File: config.mk
export PLATFORM = sky130hd
export DESIGN_NAME = addr_match_filter
export DESIGN_NICKNAME = d
export VERILOG_FILES = /design/src/addr_filter_pkg.sv /design/src/glitch_filter.sv /design/src/addr_receiver.sv /design/src/addr_match_filter.sv
export SDC_FILE = /design/constraint.sdc
export NUM_CORES = 1
export LEC_CHECK = 0
export BUFFER_PORTS_ARGS = -buffer_cell sky130_fd_sc_hd__buf_2
export CORE_ASPECT_RATIO = 0.7
export CORE_MARGIN = 5
export CORE_UTILIZATION = 51
export DETAILED_ROUTE_END_ITERATION = 10
export PLACE_DENSITY = 0.79
export SYNTH_ARGS = -nofsm -noshare
export SYNTH_HDL_FRONTEND = slang
export SYNTH_SLANG_ARGS = --single-unit
File: constraint.sdc
create_clock -name clk -period 1.9 [get_ports clk]
set_clock_uncertainty 0.05 [all_clocks]
set_input_delay 0.57 -clock clk [delete_from_list [all_inputs] [get_ports clk]]
set_output_delay 0.57 -clock clk [all_outputs]
set_load 0.02 [all_outputs]
File: src/addr_filter_pkg.sv
// constants for the slave address match and glitch filter block
// assumes an apb slave at 125 mhz; one clock, synchronous reset
package addr_filter_pkg;
    // ****************************************************************
    // register map (printed offsets are indices; byte addr = 4*index)
    // ****************************************************************
    localparam logic [3:0]  IDX_PRIMARY   = 4'h4;
    localparam logic [3:0]  IDX_MODE_CTRL = 4'h5;
    localparam logic [3:0]  IDX_FILTER    = 4'h6;
    localparam logic [3:0]  IDX_UPPER     = 4'h7;
    localparam logic [3:0]  IDX_IRQ_STAT  = 4'h8;
    localparam logic [3:0]  IDX_IRQ_EN    = 4'h9;
    localparam logic [3:0]  IDX_IRQ_CLR   = 4'hA;
    localparam logic [3:0]  IDX_LAST_ADDR = 4'hB;
    // ****************************************************************
    // field positions
    // ****************************************************************
    localparam int          BIT_GCALL     = 7;
    localparam int          BIT_WIDE      = 6;
    localparam int          BIT_RANGE     = 3;
    localparam int          FLT_MSB       = 4;
    // ****************************************************************
    // reset values and masks
    // ****************************************************************
    localparam logic [7:0]  MODE_MASK     = 8'hCF;
    localparam logic [7:0]  FILTER_MASK   = 8'h9F;
    localparam logic [7:0]  UPPER_MASK    = 8'hFE;
    localparam logic [7:0]  RESET_REG     = 8'h00;
    localparam logic [6:0]  GCALL_ADDR    = 7'h00;
    localparam logic [4:0]  TEN_BIT_HDR   = 5'h1E;
    // irq status bits
    localparam int          IRQ_PRIMARY   = 0;
    localparam int          IRQ_RANGE     = 1;
    localparam int          IRQ_GCALL     = 2;
    localparam int          IRQ_UPPER     = 3;
endpackage

File: src/glitch_filter.sv
// glitch filter for one bus line
// assumes input synchronous to clk
`timescale 1ns/1ns
module glitch_filter #(
    parameter int W = 5
) (
    // clock and reset
    input  wire logic         clk,
    input  wire logic         reset_n,
    // control
    input  wire logic [W-1:0] width,
    // line
    input  wire logic         line_in,
    output logic              line_out
);
    logic [W-1:0] cnt_r;
    logic         held_r;

    // ****************************************************************
    // filter
    // ****************************************************************
    // RULE_07 reject short pulses
    // a change must persist width+1 cycles before it passes
    always_ff @(posedge clk) begin
        if (!reset_n) begin
            cnt_r  <= '0;
            held_r <= 1'b1;
        end else if (line_in == held_r) begin
            cnt_r <= '0;
        end else if (cnt_r >= width) begin
            held_r <= line_in;
            cnt_r  <= '0;
        end else begin
            cnt_r <= cnt_r + 1'b1;
        end
    end

    // RULE_08 zero bypasses
    assign line_out = (width == '0) ? line_in : held_r;
endmodule

File: src/addr_receiver.sv
// start detect and calling address shifter
// assumes filtered scl and sda, idle high
`timescale 1ns/1ns
module addr_receiver (
    // clock and reset
    input  wire logic       clk,
    input  wire logic       reset_n,
    // bus lines
    input  wire logic       scl,
    input  wire logic       sda,
    // result
    output logic [7:0]      addr_byte,
    output logic            addr_valid
);
    logic       scl_d_r;
    logic       sda_d_r;
    logic       busy_r;
    logic [3:0] bits_r;
    logic [7:0] shift_r;

    // ****************************************************************
    // first byte after a start or repeated start
    // ****************************************************************
    always_ff @(posedge clk) begin
        if (!reset_n) begin
            scl_d_r    <= 1'b1;
            sda_d_r    <= 1'b1;
            busy_r     <= 1'b0;
            bits_r     <= 4'h0;
            shift_r    <= 8'h00;
            addr_valid <= 1'b0;
            addr_byte  <= 8'h00;
        end else begin
            scl_d_r    <= scl;
            sda_d_r    <= sda;
            addr_valid <= 1'b0;
            if (scl && scl_d_r && sda_d_r && !sda) begin
                busy_r <= 1'b1;
                bits_r <= 4'h0;
            end else if (scl && scl_d_r && !sda_d_r && sda) begin
                busy_r <= 1'b0;
            end else if (busy_r && scl && !scl_d_r) begin
                shift_r <= {shift_r[6:0], sda};
                bits_r  <= bits_r + 4'h1;
                if (bits_r == 4'h7) begin
                    busy_r     <= 1'b0;
                    addr_valid <= 1'b1;
                    addr_byte  <= {shift_r[6:0], sda};
                end
            end
        end
    end
endmodule

File: src/addr_match_filter.sv
// slave address match and input glitch filter, apb register slave
// assumes scl/sda inputs synchronous to clk, apb master on clk
//
// What this block does
// RULE_01: general call address matches only while general call enable is set; a primary address of zero, the reset value, also matches it in 7-bit mode.
// RULE_02: address width select picks 7-bit (0) or 10-bit (1) slave matching.
// RULE_03: reserved bits of mode, filter and upper-bound registers read zero.
// RULE_04: with range enable, addresses above primary and up to upper bound match.
// RULE_05: with range disabled, the in-between addresses do not match by range.
// RULE_06: mode bits 2-0 are address bits 10:8, used only in 10-bit mode.
// RULE_07: pulses no wider than the filter setting in clocks are blocked.
// RULE_08: filter setting zero bypasses, n suppresses glitches up to n clocks.
// RULE_09: upper-bound bits 7-1 are a second 7-bit address and the range top.
// RULE_10: the upper-bound register stays disabled until a nonzero write.
// RULE_11: any address match sets the pending interrupt flag.
// RULE_12: the same filter sits on both scl and sda ahead of decoding.
//
// Design decision made here: the APB register port.
`timescale 1ns/1ns
module addr_match_filter (
    // clock and reset
    input  wire logic        clk,
    input  wire logic        reset_n,
    // apb
    input  wire logic        psel,
    input  wire logic        penable,
    input  wire logic        pwrite,
    input  wire logic [5:0]  paddr,
    input  wire logic [31:0] pwdata,
    output logic [31:0]      prdata,
    output logic             pready,
    output logic             pslverr,
    // i2c lines
    input  wire logic        scl_in,
    input  wire logic        sda_in,
    // status
    output logic             addr_match,
    output logic             pending_interrupt_flag,
    output logic             irq
);
    logic [7:0] primary_slave_address_reg;
    logic [7:0] address_mode_control;
    logic [7:0] input_glitch_filter;
    logic [7:0] upper_bound_slave_addr;
    logic       upper_active_r;
    logic [3:0] irq_stat_r;
    logic [3:0] irq_en_r;
    logic [7:0] last_addr_r;
    logic       hdr_seen_r;
    logic       scl_f;
    logic       sda_f;
    logic [7:0] rx_byte;
    logic       rx_valid;
    logic [3:0] hit;
    logic [3:0] idx;
    logic       wr_en;
    logic       rd_en;

    function automatic logic known_idx(input logic [3:0] i);
        known_idx = (i >= addr_filter_pkg::IDX_PRIMARY) && (i <= addr_filter_pkg::IDX_LAST_ADDR);
    endfunction

    assign idx   = paddr[5:2];
    assign wr_en = psel && penable && pwrite && pready;
    assign rd_en = psel && !penable && !pwrite;

    // ****************************************************************
    // filters and address capture
    // ****************************************************************
    // RULE_12 one filter per line
    glitch_filter #(.W(5)) u_flt_scl (
        .clk      (clk),
        .reset_n  (reset_n),
        .width    (input_glitch_filter[addr_filter_pkg::FLT_MSB:0]),
        .line_in  (scl_in),
        .line_out (scl_f)
    );
    glitch_filter #(.W(5)) u_flt_sda (
        .clk      (clk),
        .reset_n  (reset_n),
        .width    (input_glitch_filter[addr_filter_pkg::FLT_MSB:0]),
        .line_in  (sda_in),
        .line_out (sda_f)
    );
    addr_receiver u_rx (
        .clk        (clk),
        .reset_n    (reset_n),
        .scl        (scl_f),
        .sda        (sda_f),
        .addr_byte  (rx_byte),
        .addr_valid (rx_valid)
    );

    // ****************************************************************
    // match decode
    // ****************************************************************
    // 10-bit: header bits 11110 a10 a9 compared, r/w ignored; low byte not decoded here
    always_comb begin
        hit = 4'h0;
        if (address_mode_control[addr_filter_pkg::BIT_WIDE]) begin
            // RULE_02 ten bit scheme
            // RULE_06 upper bits used
            hit[addr_filter_pkg::IRQ_PRIMARY] =
                (rx_byte[7:3] == addr_filter_pkg::TEN_BIT_HDR) &&
                (rx_byte[2:1] == address_mode_control[2:1]);
        end else begin
            hit[addr_filter_pkg::IRQ_PRIMARY] =
                (rx_byte[7:1] == primary_slave_address_reg[7:1]);
        end
        // RULE_01 general call gate
        hit[addr_filter_pkg::IRQ_GCALL] =
            address_mode_control[addr_filter_pkg::BIT_GCALL] &&
            (rx_byte[7:1] == addr_filter_pkg::GCALL_ADDR);
        // RULE_09 second address
        // RULE_10 gated until written
        hit[addr_filter_pkg::IRQ_UPPER] = upper_active_r &&
            !address_mode_control[addr_filter_pkg::BIT_WIDE] &&
            (rx_byte[7:1] == upper_bound_slave_addr[7:1]);
        // RULE_04 range window
        // RULE_05 only when enabled
        hit[addr_filter_pkg::IRQ_RANGE] = upper_active_r &&
            address_mode_control[addr_filter_pkg::BIT_RANGE] &&
            !address_mode_control[addr_filter_pkg::BIT_WIDE] &&
            (rx_byte[7:1] > primary_slave_address_reg[7:1]) &&
            (rx_byte[7:1] <= upper_bound_slave_addr[7:1]);
    end

    // ****************************************************************
    // register writes
    // ****************************************************************
    // RULE_03 reserved bits masked
    always_ff @(posedge clk) begin
        if (!reset_n) begin
            primary_slave_address_reg <= addr_filter_pkg::RESET_REG;
            address_mode_control      <= addr_filter_pkg::RESET_REG;
            input_glitch_filter       <= addr_filter_pkg::RESET_REG;
            upper_bound_slave_addr    <= addr_filter_pkg::RESET_REG;
            irq_en_r                  <= 4'h0;
        end else if (wr_en) begin
            case (idx)
                addr_filter_pkg::IDX_PRIMARY:
                    primary_slave_address_reg <= {pwdata[7:1], 1'b0};
                addr_filter_pkg::IDX_MODE_CTRL:
                    address_mode_control <= pwdata[7:0] & addr_filter_pkg::MODE_MASK;
                addr_filter_pkg::IDX_FILTER:
                    input_glitch_filter <= pwdata[7:0] & addr_filter_pkg::FILTER_MASK;
                addr_filter_pkg::IDX_UPPER:
                    upper_bound_slave_addr <= pwdata[7:0] & addr_filter_pkg::UPPER_MASK;
                addr_filter_pkg::IDX_IRQ_EN:
                    irq_en_r <= pwdata[3:0];
                default: ;
            endcase
        end
    end

    // RULE_10 nonzero write enables
    always_ff @(posedge clk) begin
        if (!reset_n) begin
            upper_active_r <= 1'b0;
        end else if (wr_en && idx == addr_filter_pkg::IDX_UPPER) begin
            upper_active_r <= (pwdata[7:1] != 7'h00);
        end
    end

    // ****************************************************************
    // events and interrupt
    // ****************************************************************
    // RULE_11 match sets flag
    // set wins over a same-cycle clear
    always_ff @(posedge clk) begin
        if (!reset_n) begin
            irq_stat_r             <= 4'h0;
            pending_interrupt_flag <= 1'b0;
            addr_match             <= 1'b0;
            last_addr_r            <= 8'h00;
            hdr_seen_r             <= 1'b0;
            irq                    <= 1'b0;
        end else begin
            addr_match <= rx_valid && (hit != 4'h0);
            if (rx_valid) begin
                last_addr_r <= rx_byte;
                hdr_seen_r  <= hit[addr_filter_pkg::IRQ_PRIMARY];
            end
            if (wr_en && idx == addr_filter_pkg::IDX_IRQ_CLR) begin
                irq_stat_r <= (irq_stat_r & ~pwdata[3:0]) | (rx_valid ? hit : 4'h0);
            end else if (rx_valid) begin
                irq_stat_r <= irq_stat_r | hit;
            end
            pending_interrupt_flag <= (irq_stat_r != 4'h0);
            irq                    <= ((irq_stat_r & irq_en_r) != 4'h0);
        end
    end

    // ****************************************************************
    // apb read and handshake
    // ****************************************************************
    // one wait-free access; unmapped offsets answer pslverr and zero
    always_ff @(posedge clk) begin
        if (!reset_n) begin
            prdata  <= 32'h0000_0000;
            pready  <= 1'b0;
            pslverr <= 1'b0;
        end else begin
            pready  <= psel && !penable;
            pslverr <= psel && !penable && !known_idx(idx);
            if (rd_en) begin
                case (idx)
                    addr_filter_pkg::IDX_PRIMARY:
                        prdata <= {24'h00_0000, primary_slave_address_reg};
                    addr_filter_pkg::IDX_MODE_CTRL:
                        prdata <= {24'h00_0000, address_mode_control};
                    addr_filter_pkg::IDX_FILTER:
                        prdata <= {24'h00_0000, input_glitch_filter};
                    addr_filter_pkg::IDX_UPPER:
                        prdata <= {24'h00_0000, upper_bound_slave_addr};
                    addr_filter_pkg::IDX_IRQ_STAT:
                        prdata <= {28'h000_0000, irq_stat_r};
                    addr_filter_pkg::IDX_IRQ_EN:
                        prdata <= {28'h000_0000, irq_en_r};
                    addr_filter_pkg::IDX_LAST_ADDR:
                        prdata <= {23'h00_0000, hdr_seen_r, last_addr_r};
                    default:
                        prdata <= 32'h0000_0000;
                endcase
            end
        end
    end
endmodule

==> flow_summary.json <==
{
  "h-tree-depth": 3,
  "outcome": "finished clean",
  "power_w": 0.003955,
  "grt_usage": 0.2216,
  "cts_buffers": 9,
  "p_sw_frac": 0.2350,
  "final_cells": 733,
  "vdd.ir_drop.worst_mv": 0.5682,
  "grt_max_degree": 27,
  "layout_setup_ws_ps": 76.29,
  "die_y_um": 92.33,
  "cp_max_fo": 6,
  "pwr-share-comb": 0.061,
  "hold_violations": 0,
  "cp.required_ps": 2090,
  "critPathLaunchType": "flip-flop",
  "arrival_ps": 2010,
  "worstSetupPathType": "flip-flop to flip-flop",
  "yosys.cell_types.count": 68,
  "cp_slowest_cell": "dfxtp_1",
  "dpl_cell_area_mm2": 0.005366,
  "reg2reg_slack_ps": 80,
  "io_buffers": 32,
  "drt_iter0_markers": 524,
  "rows": 30,
  "fin_crit_sh": 0.9598,
  "power_per_cell_area_mw_per_mm2": 696.7,
  "worstSkewPairLatency_ps": 350,
  "area_growth_pct": 14.95,
  "reg_top3": "prdata: 9 flops, last_addr_r: 8 flops, u_rx.addr_byte: 8 flops",
  "r2r_end": "addr_match$_SDFF_PN0_",
  "overflow": 0,
  "setup_viol": 0,
  "die_w_um": 127.6,
  "place_congestion": 0.9455,
  "dr_total_vias": 4343,
  "ys_ff_latch": 93,
  "root_buffer": "clkbuf_16",
  "cp-end-kind": "flip-flop",
  "die_area_mm2": 0.01178,
  "synthCells": 546,
  "worst_pin_slew_ps": 569.3,
  "critical_path.cell_chain": "ha_1, nand4_1, or2_2, o31a_1, o221ai_1",
  "place_hpwl_um": 9371,
  "ys.flop_type": "dfxtp_1",
  "largest_reg_flops": 9,
  "grt_setup_unrepaired": "no",
  "hold_depth": 2,
  "reg2regPathDepth": 5,
  "design.core.area_mm2": 0.009572,
  "grt_pass1_wl_um": 20780,
  "yosysSeqAreaShare": 0.3770,
  "slew_headroom": 0.6197,
  "cts_tree": "done",
  "ios": 82,
  "whs_ps": 366.0,
  "r2r-start": "u_rx.addr_byte[6]$_SDFFE_PN0P_",
  "period_needed_ps": 1824,
  "drc": 0,
  "timing.fmax_mhz": 548.3,
  "clk_pin_slew_ps": 60,
  "p_switching_w": 0.0009295,
  "wl_per_cell_um": 17.69,
  "cap_violations": 0,
  "nets": 674,
  "synth_edf_count": 0,
  "hp-start": "penable",
  "routed_wl_um": 12970,
  "min_path_type": "input port to flip-flop",
  "hold_path_end": "pready$_SDFF_PN0_",
  "antenna_cells": 0,
  "via_per_inst": 5.925,
  "cts_sinks": 93,
  "fin_area_mm2": 0.005677,
  "path_buf_inv": 0,
  "syn_avg_cell_area_um2": 9.045,
  "ant_nets": 0,
  "final_max_slew_viol_count": 0,
  "mostFrequentLayoutCells": "91 x dfxtp_1, 57 x nor2_1, 40 x nand3_1, 40 x mux2i_1, 33 x buf_4",
  "intPower_w": 0.003025,
  "leakage_nw": 2.538,
  "cts_hold_buf": 0,
  "pre_cts_slack_ps": -1.182,
  "place_inst": 717,
  "synth_area_mm2": 0.004938,
  "antenna_found_initial": 0,
  "regMostFlops": "prdata",
  "first_pass_iters": 5,
  "grt_pass1_vias": 4094,
  "yosysWarnings": 0,
  "final_common_cell": "dfxtp_1",
  "drive_above_1_share": 0.1769,
  "synth-async-reset-ratio": 0,
  "max_stage_delay_ps": 410,
  "start_util": 0.5159,
  "power.share.clock": 0.442,
  "cp_top_family": "simple AND/OR/NAND/NOR gates",
  "seqPwrFrac": 0.497,
  "clock_path_buffers": 2
}
==> cell families (layout without fill, tap and decap cells) <==
| family | after synthesis | in the layout | synth area share |
|---|---|---|---|
| AO/OA/AOI/OAI | 117 | 117 | 0.1644 |
| XOR/XNOR | 10 | 10 | 0.01773 |
| adder cells (fa/ha/maj) | 29 | 29 | 0.07347 |
| buffers and inverters | 74 | 111 | 0.08107 |
| flip-flops | 93 | 93 | 0.3770 |
| multiplexers | 45 | 45 | 0.09703 |
| other | 1 | 23 | 0.0007593 |
| AND/OR/NAND/NOR | 177 | 177 | 0.1885 |
==> layer usage <==
layer	vias to the layer above	track usage	wire, um
met5	-	0	0
met4	0	0.06537	201
met3	20	0.07608	1469
met2	206	0.3192	5497
met1	2070	0.3130	5796
li1	2047	-	-
==> final cells by class <==
type	instances	area, um2
clock inverters	3	18.77
fillers	825	3895
flip-flops and latches	93	1864
well taps	128	160.2
multi-input cells	401	2778
repair buffers	69	488.0
inverters	26	97.59
clock buffers	13	270.3
==> power groups by stage <==
stage                     Clock, W  Combinational, W  Sequential [W]
after floorplan                  0          0.000175         0.00201
after detailed placement         0          0.000236         0.00201
after CTS                  0.00177          0.000237         0.00197
after global placement           0          0.000230         0.00201
final                      0.00175          0.000242         0.00197
after global routing       0.00187          0.000262         0.00197
==> cells in the mapped netlist (5+ instances only) <==
cell | count | area, um2
dfxtp_1 | 93 | 1862
nor2_1 | 57 | 214.0
mux2i_1 | 40 | 400.4
nand3_1 | 40 | 200.2
ha_1 | 29 | 362.9
a21oi_1 | 28 | 140.1
inv_1 | 26 | 97.59
buf_4 | 24 | 180.2
nand2_1 | 18 | 67.56
o21ai_0 | 14 | 70.07
o211ai_1 | 11 | 82.58
nand4_1 | 10 | 62.56
a22oi_1 | 9 | 67.56
o21ai_1 | 9 | 45.04
and3_1 | 8 | 50.05
buf_2 | 8 | 40.04
o2111ai_1 | 8 | 70.07
a211oi_1 | 7 | 52.55
clkbuf_1 | 7 | 26.28
nor2b_1 | 7 | 43.79
buf_1 | 6 | 22.52
xor2_1 | 6 | 52.55
a21o_1 | 5 | 37.54
nand2b_1 | 5 | 31.28
nor4_1 | 5 | 31.28
==> how the worst max path moves through the flow <==
| stage | start | end | slack (ps) | depth (start not counted) |
|---|---|---|---|---|
| after global placement | paddr[5] | prdata[1]$_SDFFE_PN0P_ | -20 | 7 |
| after global routing | u_rx.addr_byte[7]$_SDFFE_PN0P_ | addr_match$_SDFF_PN0_ | 5 | 5 |
| after floorplan | paddr[5] | primary_slave_address_reg[1]$_SDFFE_PN0P_ | 9 | 7 |
| after detailed placement | paddr[4] | prdata[1]$_SDFFE_PN0P_ | -1 | 6 |
| after CTS | input_glitch_filter[2]$_SDFFE_PN0P_ | u_flt_scl.cnt_r[2]$_SDFF_PP0_ | 10 | 6 |
| final | u_rx.addr_byte[6]$_SDFFE_PN0P_ | addr_match$_SDFF_PN0_ | 80 | 5 |
==> repair_timing <==
| item | in CTS | in global routing |
|---|---|---|
| buffers inserted | 0 | 0 |
| resized for setup | 0 | 5 |
| endpoints found under the setup margin | 0 | 14 |
==> per-stage QoR <==
| step | setup TNS [ps] | utilization |
|---|---|---|
| 6_report | 0 | 0.5931 |
| 5_1_grt | 0 | 0.5931 |
| 4_1_cts | 0 | 0.5909 |
| 3_5_place_dp | -1.182 | 0.5607 |
| 3_3_place_gp | -21.82 | 0.5607 |
| 2_1_floorplan | 0 | - |
No activity file was read; power rests on OpenSTA's default activity.
